<file path="src/inc/embp_pkg.sv">
package embp_pkg;
   // Address decode windows (24-bit CPU byte address)
   localparam logic [23:0] BOOT_LO  = 24'h000000;
   localparam logic [23:0] BOOT_HI  = 24'h03FFFF;
   localparam logic [23:0] BANK1_LO = 24'h800000;
   localparam logic [23:0] BANK1_HI = 24'h83FFFF;
   localparam logic [23:0] BANK2_LO = 24'hC00000;
   localparam logic [23:0] BANK2_HI = 24'hC3FFFF;
   // Boot mode pin codes
   localparam logic [1:0]  MODE_INT_FLASH = 2'h0;
   localparam logic [1:0]  MODE_EXT_ROM   = 2'h1;
   localparam logic [1:0]  MODE_MDS       = 2'h2;
   // Widths and wait range
   localparam int          ADDR_W     = 24;
   localparam int          PIN_ADDR_W = 18;
   localparam int          DED_ADDR_W = 12;
   localparam logic [2:0]  WAIT_MAX   = 3'h7;
   localparam logic [2:0]  WAIT_RST   = 3'h7;
   // Hold phase cycles before pin samples are trusted (two-flop lag)
   localparam logic [1:0]  SETTLE_CYC = 2'h2;

   // CPU-side request
   typedef struct packed {
      logic [23:0] addr;
      logic        write;
      logic [7:0]  wdata;
   } embp_req_s;

   // Decoded bank selects, active high internally
   typedef struct packed {
      logic boot;
      logic bank1;
      logic bank2;
   } embp_sel_s;
endpackage

</file>
<file path="src/logic/embp_decode.sv">
`timescale 1ns/1ns
// Bank address decoder, purely combinational
module embp_decode (
   input  wire logic [23:0]        addr_in,
   input  wire logic [1:0]         boot_mode_in,
   output embp_pkg::embp_sel_s     sel_out
);
   logic ext_boot;

   // Boot bank only reaches the pins when the straps pick external ROM or MDS
   assign ext_boot = (boot_mode_in == embp_pkg::MODE_EXT_ROM) ||
                     (boot_mode_in == embp_pkg::MODE_MDS);

   // Windows never overlap, so one select at most is set
   always_comb begin
      sel_out.boot  = ext_boot && (addr_in <= embp_pkg::BOOT_HI);
      sel_out.bank1 = (addr_in >= embp_pkg::BANK1_LO) &&
                      (addr_in <= embp_pkg::BANK1_HI);
      sel_out.bank2 = (addr_in >= embp_pkg::BANK2_LO) &&
                      (addr_in <= embp_pkg::BANK2_HI);
   end
endmodule

</file>
<file path="src/logic/embp_port.sv">
`timescale 1ns/1ns
// Function
// - Boot bank select asserts only for addresses 0x0..0x3FFFF in external ROM or MDS mode.
// - Bank 1 select asserts for addresses 0x800000..0x83FFFF.
// - Bank 2 select asserts for addresses 0xC00000..0xC3FFFF.
// - While bus hold is low the open cycle is stretched and does not complete.
// - Read strobe is asserted low during a read cycle.
// - Write strobe is asserted low during a write cycle.
// - The port drives data during writes and samples the external data during reads.
// - Address bits 11..0 are dedicated; bits 17..12 go out only when the pin mux picks them.
// - Boot mode 00 boots internally, 01 routes boot fetches through the boot bank.
// - Each access gets a programmable 0 to 7 wait cycles.
module embp_port (
   input  wire logic                clk_in,
   input  wire logic                sys_rst_in,
   input  wire logic                req_valid_in,
   input  embp_pkg::embp_req_s      req_in,
   input  wire logic [2:0]          wait_cycles_in,
   input  wire logic [5:0]          addr_hi_pin_en_in,
   input  wire logic [1:0]          boot_mode_pins_in,
   input  wire logic                bus_hold_n_in,
   input  wire logic [7:0]          data_pin_in,
   output logic                     req_ready_out,
   output logic                     done_out,
   output logic                     unmapped_out,
   output logic [7:0]               rdata_out,
   output logic [17:0]              addr_out,
   output logic [5:0]               addr_hi_oe_out,
   output logic                     boot_bank_select_n_out,
   output logic                     bank1_select_n_out,
   output logic                     bank2_select_n_out,
   output logic                     read_strobe_n_out,
   output logic                     write_strobe_n_out,
   output logic [7:0]               data_pin_out,
   output logic                     data_pin_oe_out
);
   typedef enum logic [2:0] {
      EMBP_IDLE   = 3'b001,
      EMBP_ACCESS = 3'b010,
      EMBP_HOLD   = 3'b100
   } embp_state_e;

   embp_state_e          state;
   embp_state_e          next_state;
   logic [2:0]           wait_cnt;
   logic [2:0]           next_wait_cnt;
   logic [1:0]           settle_cnt;
   logic [1:0]           next_settle_cnt;
   logic                 is_write;
   logic                 next_is_write;
   logic [7:0]           rdata;
   logic [7:0]           next_rdata;
   logic [17:0]          addr;
   logic [17:0]          next_addr;
   logic [7:0]           wdata;
   logic [7:0]           next_wdata;
   embp_pkg::embp_sel_s  sel;
   embp_pkg::embp_sel_s  next_sel;
   embp_pkg::embp_sel_s  dec_sel;
   logic                 done;
   logic                 next_done;
   logic                 unmapped;
   logic                 next_unmapped;
   logic                 hold_meta;
   logic                 hold_sync;
   logic [7:0]           data_meta;
   logic [7:0]           data_sync;
   logic [1:0]           mode_meta;
   logic [1:0]           mode_sync;

   embp_decode u_decode (
      .addr_in      (req_in.addr),
      .boot_mode_in (mode_sync),
      .sel_out      (dec_sel)
   );

   // Pin inputs cross two flops; the first stage feeds only the second
   always_ff @(posedge clk_in) begin
      if (sys_rst_in) begin
         hold_meta <= 1'b1;
         hold_sync <= 1'b1;
         data_meta <= 8'h00;
         data_sync <= 8'h00;
         mode_meta <= 2'h0;
         mode_sync <= 2'h0;
      end else begin
         hold_meta <= bus_hold_n_in;
         hold_sync <= hold_meta;
         data_meta <= data_pin_in;
         data_sync <= data_meta;
         mode_meta <= boot_mode_pins_in;
         mode_sync <= mode_meta;
      end
   end

   assign req_ready_out = (state == EMBP_IDLE);

   // Cycle sequencer: access phase counts waits, then a hold phase honours bus hold
   always_comb begin
      next_state    = state;
      next_wait_cnt = wait_cnt;
      next_settle_cnt = settle_cnt;
      next_is_write = is_write;
      next_rdata    = rdata;
      next_addr     = addr;
      next_wdata    = wdata;
      next_sel      = sel;
      next_done     = 1'b0;
      next_unmapped = 1'b0;
      unique case (state)
         EMBP_IDLE: begin
            if (req_valid_in) begin
               if (dec_sel == '0) begin
                  next_done     = 1'b1; // Outside every window: no pin activity
                  next_unmapped = 1'b1;
               end else begin
                  next_sel      = dec_sel;
                  next_is_write = req_in.write;
                  next_addr     = req_in.addr[17:0];
                  next_wdata    = req_in.wdata;
                  next_wait_cnt = (wait_cycles_in > embp_pkg::WAIT_MAX) ?
                                  embp_pkg::WAIT_MAX : wait_cycles_in;
                  next_state    = EMBP_ACCESS;
               end
            end
         end
         EMBP_ACCESS: begin
            if (wait_cnt == 3'h0) begin
               next_state      = EMBP_HOLD;
               next_settle_cnt = embp_pkg::SETTLE_CYC;
            end else begin
               next_wait_cnt = wait_cnt - 3'h1;
            end
         end
         EMBP_HOLD: begin
            // Pin samples lag two edges; without this wait a short access would
            // miss a hold and latch data from before the strobe fell
            if (settle_cnt != 2'h0) begin
               next_settle_cnt = settle_cnt - 2'h1;
            end else if (hold_sync) begin
               if (!is_write) begin
                  next_rdata = data_sync;
               end
               next_sel   = '0;
               next_done  = 1'b1;
               next_state = EMBP_IDLE;
            end
         end
         default: begin
            next_state = EMBP_IDLE;
            next_sel   = '0;
         end
      endcase
   end

   always_ff @(posedge clk_in) begin
      if (sys_rst_in) begin
         state    <= EMBP_IDLE;
         wait_cnt <= 3'h0;
         settle_cnt <= 2'h0;
         is_write <= 1'b0;
         rdata    <= 8'h00;
         addr     <= 18'h00000;
         wdata    <= 8'h00;
         sel      <= '0;
         done     <= 1'b0;
         unmapped <= 1'b0;
      end else begin
         state    <= next_state;
         wait_cnt <= next_wait_cnt;
         settle_cnt <= next_settle_cnt;
         is_write <= next_is_write;
         rdata    <= next_rdata;
         addr     <= next_addr;
         wdata    <= next_wdata;
         sel      <= next_sel;
         done     <= next_done;
         unmapped <= next_unmapped;
      end
   end

   // Pin drive: strobes and selects follow the registered cycle state
   always_comb begin
      boot_bank_select_n_out = ~sel.boot;
      bank1_select_n_out     = ~sel.bank1;
      bank2_select_n_out     = ~sel.bank2;
      read_strobe_n_out      = ~((state != EMBP_IDLE) && !is_write);
      write_strobe_n_out     = ~((state != EMBP_IDLE) && is_write);
      data_pin_oe_out        = (state != EMBP_IDLE) && is_write;
      data_pin_out           = wdata;
      addr_out               = addr;
      addr_hi_oe_out         = addr_hi_pin_en_in;
      done_out               = done;
      unmapped_out           = unmapped;
      rdata_out              = rdata;
   end
endmodule

</file>
<file path="config.mk">
export PLATFORM = sky130hd
export DESIGN_NAME = embp_port
export DESIGN_NICKNAME = d
export VERILOG_FILES = /design/src/inc/embp_pkg.sv /design/src/logic/embp_decode.sv /design/src/logic/embp_port.sv
export SDC_FILE = /design/constraint.sdc
export NUM_CORES = 1
export LEC_CHECK = 0
export ABC_AREA = 1
export BUFFER_PORTS_ARGS = -buffer_cell sky130_fd_sc_hd__clkbuf_2
export CORE_MARGIN = 8
export CORE_UTILIZATION = 45
export CTS_BUF_LIST = sky130_fd_sc_hd__clkbuf_4
export CTS_CLUSTER_DIAMETER = 30
export CTS_CLUSTER_SIZE = 24
export DETAILED_ROUTE_END_ITERATION = 16
export PLACE_DENSITY = 0.7
export SKIP_LAST_GASP = 1
export SLEW_MARGIN = 20
export SYNTH_ARGS = -nofsm -noshare
export SYNTH_HDL_FRONTEND = slang
export SYNTH_HIERARCHICAL = 1
export SYNTH_SLANG_ARGS = --single-unit
</file>
<file path="constraint.sdc">
create_clock -name clk_in -period 1.7 [get_ports clk_in]
set_input_delay 0.255 -clock clk_in [delete_from_list [all_inputs] [get_ports clk_in]]
set_output_delay 0.255 -clock clk_in [all_outputs]
set_load 0.02 [all_outputs]
</file>
======== After elaboration in Yosys (flattened, before gate mapping) ========
Cells that the tools add are included.
word-level totals
  word-level logic and storage cells ...... 92
  flip-flop bits (word level) ............. 70
  input port bits ......................... 56
operators by class
  multiplexer cells ....................... 24
  bitwise gates (word level) .............. 10
  equality and inequality tests ........... 13
  $lt $le $gt $ge ......................... 6
  reductions and logical operators ........ 19
  $add $sub $neg .......................... 2
operators by type and width
  cell                    number
  $ge A24 B24 Y1 const B  2
  $le A24 B24 Y1 const B  2
  $mux W3                 13
  $le A24 B18 Y1 const B  1
  $pmux W3 S3             2
  $ne A2 B2 Y1 const B    7
  $not A1 Y1              10
  $reduce_and A5 Y1       2
  $reduce_and A4 Y1       2
  $logic_not A3 Y1        2
  $pmux W3 S2             1
  $reduce_and A3 Y1       2
  $reduce_bool A2 Y1      3
  $logic_and A1 B1 Y1     5
  $mux W1                 4
  $mux W2                 2
  $pmux W2 S2             1
  $eq A3 B1 Y1 const B    1
  $eq A3 B2 Y1 const B    1
  $eq A3 B3 Y1 const B    1
  $gt A3 B3 Y1 const B    1
  $ne A3 B1 Y1 const B    1
  $sub A3 B1 Y3 const B   1
  $eq A2 B1 Y1 const B    1
  other kinds (6)         6

======== Depth between registers and ports, before layout ========
Gate-level depths: netlist (run 1).
  word-level depth ........................ 7
  mapped depth ............................ 12
  gate-level depth less buffers ........... 12

======== Hierarchy ========
The synthesis (run 1) kept the hierarchy.
modules (own cells, without submodules)
  module       area an instance (um^2)  times used  cells an instance  sequential area each (um^2)
  embp_port    2657.5                   1           335                1401.3
  embp_decode  77.6                     1           15                 0.0

======== Worst setup path after synthesis (run 1) ========
Ideal clock, no wire load.
  path kind ............................... register to register
  from .................................... register mode_sync[0]
  to ...................................... register addr[1] (netlist: addr_out[1])
  period minus slack after synthesis ...... 1.339 ns
  library setup time ...................... 0.064 ns
  setup slack ............................. 0.361 ns
  arrival ................................. 1.275 ns
  cell stages (with the launch flop) ...... 12
  path through ............................ dfxtp_1 inv_1 nand2_1 nand3_1 nor2_1 inv_1 nand2_1 nand2_1 nor2_4 buf_2 o21ai_1 nor2_1
RTL lines
  element                 RTL line          text
  from (decl)             embp_port.sv:69   logic [1:0] mode_sync;
  from (signal assigned)  embp_port.sv:92   mode_sync <= mode_meta;
  to (signal assigned)    embp_port.sv:174  addr <= next_addr;
  to (decl)               embp_port.sv:53   logic [17:0] addr;

======== Worst setup path in the final report (run 1) ========
  from .................................... register state[2]
  to ...................................... output req_ready_out
between the ends
  longest elaborated chain between the ends .. 1
ends and longest elaborated chain
  element                 RTL line          text
  from (decl)             embp_port.sv:43   embp_state_e state;
  from (signal assigned)  embp_port.sv:169  state <= next_state;
  $eq A3 B1 Y1            embp_port.sv:96   assign req_ready_out = (state == EMBP_IDLE);
  to (decl)               embp_port.sv:23   output logic req_ready_out,
Every way passes these cells.

==> summary.md, run 1 <==
| Metric | Value |
|---|---|
| Outcome | completed |
| WP data required | around 1400 ps |
| Row cnt | 28 |
| Leakage power | 0.00173 uW |
| Clk root buf | clkbuf_4 |
| First-pass DRT Iterations | 4 |
| Flops & latches, synth | 70 |
| Worst slew pin tran | between 300 and 400 ps |
| Initial antenna violation count | 0 |
| Setup violations, final | 0 |
| Synth cell types | 28 |
| Area of the multi-input gates | between 0.001 and 0.0015 mm^2 |
| Gr usage total | around 14% |
| Hold_sp | data_pin_in[7] |
| Final wirelength | a little over 6000 um |
| PnR Total Power | 3560 uW |
| Gate Count Post-Synth | 350 |
| Cell taking the most area after synthesis | dfxtp_1 |
| Yosys top cell area share | 51.2% |
| Synthesized area | approximately 0.0027 mm^2 |
| Met3 Use GR | approximately 4.2% |
| Register area | approximately 0.0014 mm^2 |
| Die width | 94.0 um |
| Placer Congestion | just over 0.8 |
| Mean Syn Cell Area | a little under 8 um^2 |
| Max IR drop VDD | between 0.6 and 0.7 mV |
| Total Neg Setup Slack | 0 ps |
| Worst Clk Skew | 20.4 ps |
| Clk pin slew, worst setup/hold paths | around 120 ps |
| CTS tree | yes |
| GRT met1 Usage | between 15 and 20% |
| IO buf count | 92 |
| R2R cell count | 11 |
| Fillers | 570 |
| CTS max path bufs | 2 |
| Grt peak-use layer | met2 |
| Die height | 94.0 um |
| Most frequent cells in the layout | nor2_1, clkbuf_2, dfxtp_1 |
| Flop2flop setup slack | about 180 ps |
| Vias per cell | 4.50 |
| Starting DRT DRC Count | 113 |
| Ratio of cells with drive above 1 in the final layout | between 30% and 40% |
| Final Cycle Share | 91.3% |
| Power Density | 1030 mW/mm^2 |
| Ant diodes | 0 |
| Syn Nets | 409 |
| H-tree levels | 3 |
| Number of max-cap violations | 0 |
| Starting density of the core | 46.5% |
| Beginning of the worst register-to-register path | mode_sync[1]$_SDFF_PP0_ |
| Critical-path maximum fanout | 7 |
| Vias in the first global route | 2312 |
| Register area share after synthesis | 51.2% |
| Min Tclk post-route | around 1600 ps |
| Post-route ant nets | 0 |
| Final Util | between 50% and 60% |
| Synth warn | 6 |
| Synth-to-Final Area Change | 26.1% |
| CTS Sinks | 70 |
| Boundary Pins | roughly 110 |
| Worst slew margin | 75.0% |
| Crit start category | flop |
| Gr ovfl total | 0 |
| Layout net count | between 500 and 600 |
| Worst Hold Endpoint | data_meta[7]$_SDFF_PP0_ |
| DR WL/cell | ~12 um |
| Die area | between 0.008 and 0.009 mm^2 |
| Fin area | between 0.003 and 0.004 mm^2 |
| Vias | around 2400 |
| Hold Fails Final Rpt | 0 |
| Hold path depth | 3 |
| HPWL Detailed | about 4600 um |
| Clock Latency Late Sink | 400 ps |
| Core Box Area | around 0.0059 mm^2 |
| Setup Buffers After CTS | 0 |
| Max Slew Vio Count | 0 |
| Critical path type | flop to output pin |
| CTS buffer count | 9 |
| Largest net degree at the start of global routing | 45 |
| Met2 usage | between 20 and 25% |
| Synth area leaders | dfxtp_1, nor2_1, inv_1, o21ai_0, nor2_2 |
| Crit path DAT | 1300 ps |
| Residual DRC | 0 |
| HP Class | input pin to flop |
| Maximum clock frequency | approximately 0.64 GHz |
| Most common cell after layout, fill and taps aside | nor2_1 |
| Worst R2R End | data_pin_out[2]$_SDFFE_PP0P_ |
| Placed instance area | between 0.003 and 0.004 mm^2 |
| RSZ-0062 raised after global routing | no |
| Setup crit end kind | output pin |
| First-pass GRT wire length | 10300 um |
## layout make-up
cell class	instances	share of cell area [%]
clock inverter	7	1.52
tap	75	2.72
clock buffer	9	1.96
timing repair buffer	105	17.6
sequential	70	40.7
multi-input combinational	217	30.5
inverter	45	4.97
## metrics by stage
step	cells	setup slack [ps]	hold slack (ps)
6_report	528	147	44.0
2_1_floorplan	350	361	359
3_3_place_gp	503	193	389
3_5_place_dp	503	142	393
5_1_grt	528	8.29	1.90
4_1_cts	527	23.9	2.72
## cells in the mapped netlist
cell type	number
ha_1	3
nor2_1	97
buf_6	3
clkbuf_1	7
dfxtp_1	70
nand2_1	29
inv_1	40
nand3_1	6
nand3_4	1
or2_2	2
buf_2	2
inv_2	4
nand3b_1	1
nor2_4	3
xnor2_1	1
nor2_2	19
buf_4	6
nor3_4	1
nand3_2	1
nor3_1	1
inv_4	1
o21ai_0	30
a21oi_2	1
nand4_1	3
nand4_2	1
a21oi_1	3
nand2_2	1
o21ai_1	13
## power by group
group	switching, uW	internal (uW)
clock	623	316
combinational	503	287
sequential	70.1	1760
total	1200	2360
## timing repair
action	in CTS	in global routing
endpoints found under the setup margin	0	6
hold buffers	8	1
hold endpoints to repair	8	1
resized for setup	0	5
## logic make-up (layout without fill, tap and decap cells)
kind of cell	count (synthesis)	after routing	share of synthesized area, %
simple gates	166	166	27.9
xor+xnor	1	1	0.320
fa+ha+maj	3	3	1.37
flops	70	70	51.2
buf+inv	63	166	10.5
compound gates	47	47	8.74
## sequential cells by signal, summed over array words and instances (netlist names)
name / flops
addr_out: 18
data_meta: 8
data_pin_out: 8
data_sync: 8
done_out: 1
hold_meta: 1
hold_sync: 1
is_write: 1
mode_meta: 2
mode_sync: 2
rdata_out: 8
sel: 3
settle_cnt: 2
state: 3
unmapped_out: 1
wait_cnt: 3
## critical path, stage by stage, from the launching register on
cell	delay, ps
dfxtp_2	360
inv_2	110
nand3_4	140
inv_4	120
clkbuf_2	180
## layer usage
metal	up-vias	share of wire [%]
met3	10	5.2
li1	1264	-
met1	1049	41
met4	0	1.8
met5	-	0
met2	51	52
## worst max-delay path by stage
stage | from | slack [ps] | end | cells past startpoint
2_1_floorplan | mode_sync[0]$_SDFF_PP0_ | 360 | addr_out[1]$_SDFFE_PP0P_ | 11
5_1_grt | mode_sync[1]$_SDFF_PP0_ | 8 | data_pin_out[0]$_SDFFE_PP0P_ | 11
4_1_cts | state[0]$_SDFFE_PP1P_ | 20 | data_pin_oe_out | 4
3_5_place_dp | req_in[27] | 140 | data_pin_out[4]$_SDFFE_PP0P_ | 11
6_report | state[2]$_SDFFE_PP0P_ | 150 | req_ready_out | 4
3_3_place_gp | req_in[27] | 190 | sel[2]$_SDFFE_PP0P_ | 12
No activity file was read; power rests on OpenSTA's default activity.
==> inputs of run 2 (changes only) <==
- ABC_CLOCK_PERIOD_IN_PS: default -> 1900
- clock period: 1.7 -> 1.9 ns (I/O delays scaled with it)
==> summary.md, run 2 (synthesis results as in run 1) <==
| Metric | Value |
|---|---|
| Outcome | completed |
| Min Tclk post-route | ~1700 ps |
| Synth-to-Final Area Change | 23.4% |
| Most frequent cells in the layout | nor2_1, clkbuf_2, dfxtp_1 |
| Row cnt | 28 |
| Layout net count | 498 |
| Post-route ant nets | 0 |
| First-pass GRT wire length | between 9000 and 10000 um |
| Max IR drop VDD | ~0.50 mV |
| Vias in the first global route | 2198 |
| RSZ-0062 raised after global routing | no |
| CTS Sinks | 70 |
| Starting density of the core | a little under half |
| Core Box Area | 0.00589 mm^2 |
| Final Cycle Share | approximately nine tenths |
| Clock Latency Late Sink | roughly 400 ps |
| WP data required | between 1500 and 2000 ps |
| CTS buffer count | 9 |
| Max Slew Vio Count | 0 |
| H-tree levels | 3 |
| Crit start category | flop |
| Maximum clock frequency | 0.597 GHz |
| Clk root buf | clkbuf_4 |
| Worst Clk Skew | 11.9 ps |
| First-pass DRT Iterations | 4 |
| Final wirelength | between 5000 and 6000 um |
| Power Density | 974 mW/mm^2 |
| Vias per cell | between 4 and 5 |
| Setup violations, final | 0 |
| Number of max-cap violations | 0 |
| Hold Fails Final Rpt | 0 |
| IO buf count | slightly above 90 |
| Leakage power | roughly 0.0017 uW |
| Worst slew pin tran | 402 ps |
| Largest net degree at the start of global routing | 45 |
| Setup crit end kind | output pin |
| CTS Hold Bufs | 0 |
| Starting DRT DRC Count | 87 |
| Crit path DAT | about 1400 ps |
| Clk pin slew, worst setup/hold paths | about 120 ps |
| Most common cell after layout, fill and taps aside | nor2_1 |
| Critical Path Start | state[0]$_SDFFE_PP1P_ |
| Setup Buffers After CTS | 0 |
| Beginning of the worst register-to-register path | mode_sync[0]$_SDFF_PP0_ |
| Die width | ~94 um |
| Die height | 94.0 um |
| Placer Congestion | about 0.76 |
| Boundary Pins | ~110 |
| Initial antenna violation count | 0 |
| Critical-path maximum fanout | 6 |
| HP Class | input pin to flop |
| Critical path type | flop to output pin |
| Post-CTS Resized | 0 |
| Ant diodes | 0 |
| CTS max path bufs | 2 |
| Gr usage total | about 14% |
| Die area | a little under 0.009 mm^2 |
| Total Neg Setup Slack | 0 ps |
| Gr ovfl total | 0 |
| Worst slew margin | between 70% and 80% |
| Max FFs per register | 18 |
| Vias | approximately 2300 |
| Ratio of cells with drive above 1 in the final layout | 33.1% |
| Final Util | a little under three fifths |
| Residual DRC | 0 |
| DR WL/cell | approximately 12 um |
| CTS tree | yes |
| Flop2flop setup slack | between 400 and 500 ps |
| Hold_sp | data_pin_in[3] |
| HPWL Detailed | 4490 um |
## run 2: changes by cell type in the layout (fill, tap and decap cells not counted), moves of 2 or more
| cell | previous run | this run |
|---|---|---|
| dlygate4sd3_1 | 9 | 0 |
| dfxtp_1 | 67 | 70 |
| inv_6 | 4 | 2 |
| dfxtp_2 | 3 | 0 |
| clkinv_4 | 0 | 2 |
## run 2: routing by layer
| metal | GRT usage, % | part of all wire, % | up-vias |
|---|---|---|---|
| li1 | - | - | 1247 |
| met2 | 24.8 | 52 | 52 |
| met1 | 14.6 | 41 | 1034 |
| met5 | 0 | 0 | - |
| met4 | 8.45 | 1.8 | 0 |
| met3 | 4.08 | 5.1 | 8 |
## run 2: cell type report
cell class	count	area (um^2)
clock buffer	10	75.1
clock inverter	6	70.1
fill	580	2510
inverter	45	171
multi-input combinational	217	1050
sequential	70	1400
tap	75	93.8
timing repair buffer	96	515
## run 2: worst max-delay path, cell delays in order (launching register included)
cell and delay [ps]:
dfxtp_1 510, nand3_4 180, nand2_1 120, inv_1 40
clkbuf_2 150
## run 2: report_power, final
group	switching [uW]	internal, uW
Combinational	451	240
Clock	536	428
Sequential	62.6	1570
## run 2: path summary, 6_finish.rpt
kind	endpoint	depth (start not counted)
max	data_pin_oe_out	4
min	data_meta[3]$_SDFF_PP0_	3
min reg2reg	data_sync[7]$_SDFF_PP0_	2
max reg2reg	data_pin_out[6]$_SDFFE_PP0P_	11
## run 2: per-stage QoR
step	setup WS, ps	hold WS, ps	total power [uW]	std cells	area, um^2
after global routing	91.0	12.3	3510	519	3370
after CTS	182	13.8	3350	519	3370
after detailed placement	307	396	2370	503	3230
after floorplan	553	388	2150	350	2740
final	226	55.9	3290	519	3370
after global placement	395	389	2350	503	3230
==> inputs of run 3 (changes only) <==
- PLACE_DENSITY: 0.7 -> 0.74
==> summary.md, run 3 (synthesis results as in run 1) <==
| Metric | Value |
|---|---|
| Outcome | completed |
| Clock Latency Late Sink | ~400 ps |
| Setup crit end kind | output pin |
| Initial antenna violation count | 0 |
| Setup Buffers After CTS | 0 |
| Synth-to-Final Area Change | 23.0% |
| Vias per cell | between 4 and 5 |
| Max FFs per register | 18 |
| Power share of the clock group | between 20% and 30% |
| HPWL Detailed | 4550 um |
| Boundary Pins | ~110 |
| CTS Hold Bufs | 0 |
| Logic pwr share | between 20% and 30% |
| Clk pin slew, worst setup/hold paths | roughly 130 ps |
| Reg power frac | between 40% and 50% |
| Worst slew margin | around 74% |
| Critical-path maximum fanout | 6 |
| Row cnt | 28 |
| Core Box Area | 0.00589 mm^2 |
| Layout net count | about 500 |
| Setup violations, final | 0 |
| CTS buffer count | 9 |
| Gr ovfl total | 0 |
| WP data required | 1620 ps |
| Leakage power | 0.00169 uW |
| IO buf count | between 90 and 100 |
| Sw Share | 32.5% |
| Worst Clk Skew | 15.4 ps |
| CTS tree | yes |
| Post-CTS Resized | 0 |
| Ratio of cells with drive above 1 in the final layout | between 30 and 40% |
| DR WL/cell | 11.7 um |
| Final wirelength | around 6000 um |
| Clk root buf | clkbuf_4 |
| Post-route ant nets | 0 |
| Max Slew Vio Count | 0 |
| Final Cycle Share | around nine tenths |
| Crit start category | flop |
| Fillers | 587 |
| Starting density of the core | a little under half |
| Vias in the first global route | ~2200 |
| Maximum clock frequency | 0.594 GHz |
| Die height | between 90 and 100 um |
| CTS max path bufs | 2 |
| Int Pwr | around 2200 uW |
| Gr usage total | 13.8% |
| Total Neg Setup Slack | 0 ps |
| Hold Fails Final Rpt | 0 |
| Fin cells | between 500 and 600 |
| Starting DRT DRC Count | just over 90 |
| Min Tclk post-route | about 1700 ps |
| H-tree levels | 3 |
| Residual DRC | 0 |
| Placed insts | a little over 500 |
| Area of the multi-input gates | 0.00105 mm^2 |
| Power Density | a little under 1000 mW/mm^2 |
| Register area | ~0.0014 mm^2 |
| Vias | between 2000 and 2500 |
| Most frequent cells in the layout | nor2_1, clkbuf_2, dfxtp_1 |
| Crit path DAT | 1400 ps |
| Placer Congestion | around 0.83 |
| Ant diodes | 0 |
| Most common cell after layout, fill and taps aside | nor2_1 |
| Number of max-cap violations | 0 |
| Die area | a little under 0.009 mm^2 |
| Max IR drop VDD | 0.622 mV |
| Net Sw Power | 1070 uW |
| Largest net degree at the start of global routing | between 40 and 50 |
| HP Class | input pin to flop |
| First-pass GRT wire length | between 9000 and 10000 um |
| RSZ-0062 raised after global routing | no |
| First-pass DRT Iterations | 4 |
| Die width | about 94 um |
| Critical path type | flop to output pin |
| CTS Sinks | 70 |
| Worst slew pin tran | ~390 ps |
[run 3: changes by cell type in the layout (fill, tap and decap cells not counted), sizes merged]
cell,previous run,this run
clkinvlp,0,2
clkbuf,102,101
clkinv,3,2
[run 3: layout make-up]
cell class,instances,area share (%)
well taps,75,2.79
repair buffers,96,14.9
clock buffers,9,2.01
flip-flops and latches,70,41.7
clock inverters,7,2.38
multi-input cells,217,31.1
inverters,45,5.09
[run 3: worst paths after layout]
check | to | start | cells after the start | slack [ps]
worst min-delay path | data_meta[3]$_SDFF_PP0_ | data_pin_in[3] | 3 | 50
worst max-delay path | data_pin_oe_out | state[0]$_SDFFE_PP1P_ | 4 | 220
worst max register to register | data_pin_out[4]$_SDFFE_PP0P_ | mode_sync[0]$_SDFF_PP0_ | 10 | 380
worst min register to register | data_sync[6]$_SDFF_PP0_ | data_meta[6]$_SDFF_PP0_ | 2 | 410
[run 3: worst max-delay path, cell delays in order, from the launching register on]
cell,delay [ps]
dfxtp_1,510
nand3_4,170
nand2_1,120
inv_1,40
clkbuf_2,150
[run 3: routing by layer]
metal  vias up  global-route usage, %  wire length [um]
li1       1250                      -                 -
met1      1044                   14.3              2580
met2        49                   23.9              3060
met3        10                   4.48               333
met4         0                   7.93               123
met5         -                      0                 0
[run 3: per-stage QoR]
stage	cell area [um^2]	util, %	worst slack (ps)	total power, uW	hold slack (ps)
5_1_grt	3360	57.2	87.5	3480	13.5
2_1_floorplan	2740	-	553	2150	388
3_3_place_gp	3220	54.7	338	2350	389
3_5_place_dp	3220	54.7	275	2360	394
4_1_cts	3360	57.2	186	3340	16.5
6_report	3360	57.2	218	3300	50.4
[run 3: power groups by stage]
| stage | sequential (uW) | combinational (uW) | clock [uW] |
|---|---|---|---|
| 4_1_cts | 1640 | 694 | 1010 |
| 2_1_floorplan | 1700 | 453 | 0 |
| 5_1_grt | 1650 | 760 | 1070 |
| 6_report | 1630 | 683 | 978 |
| 3_5_place_dp | 1670 | 693 | 0 |
| 3_3_place_gp | 1660 | 683 | 0 |
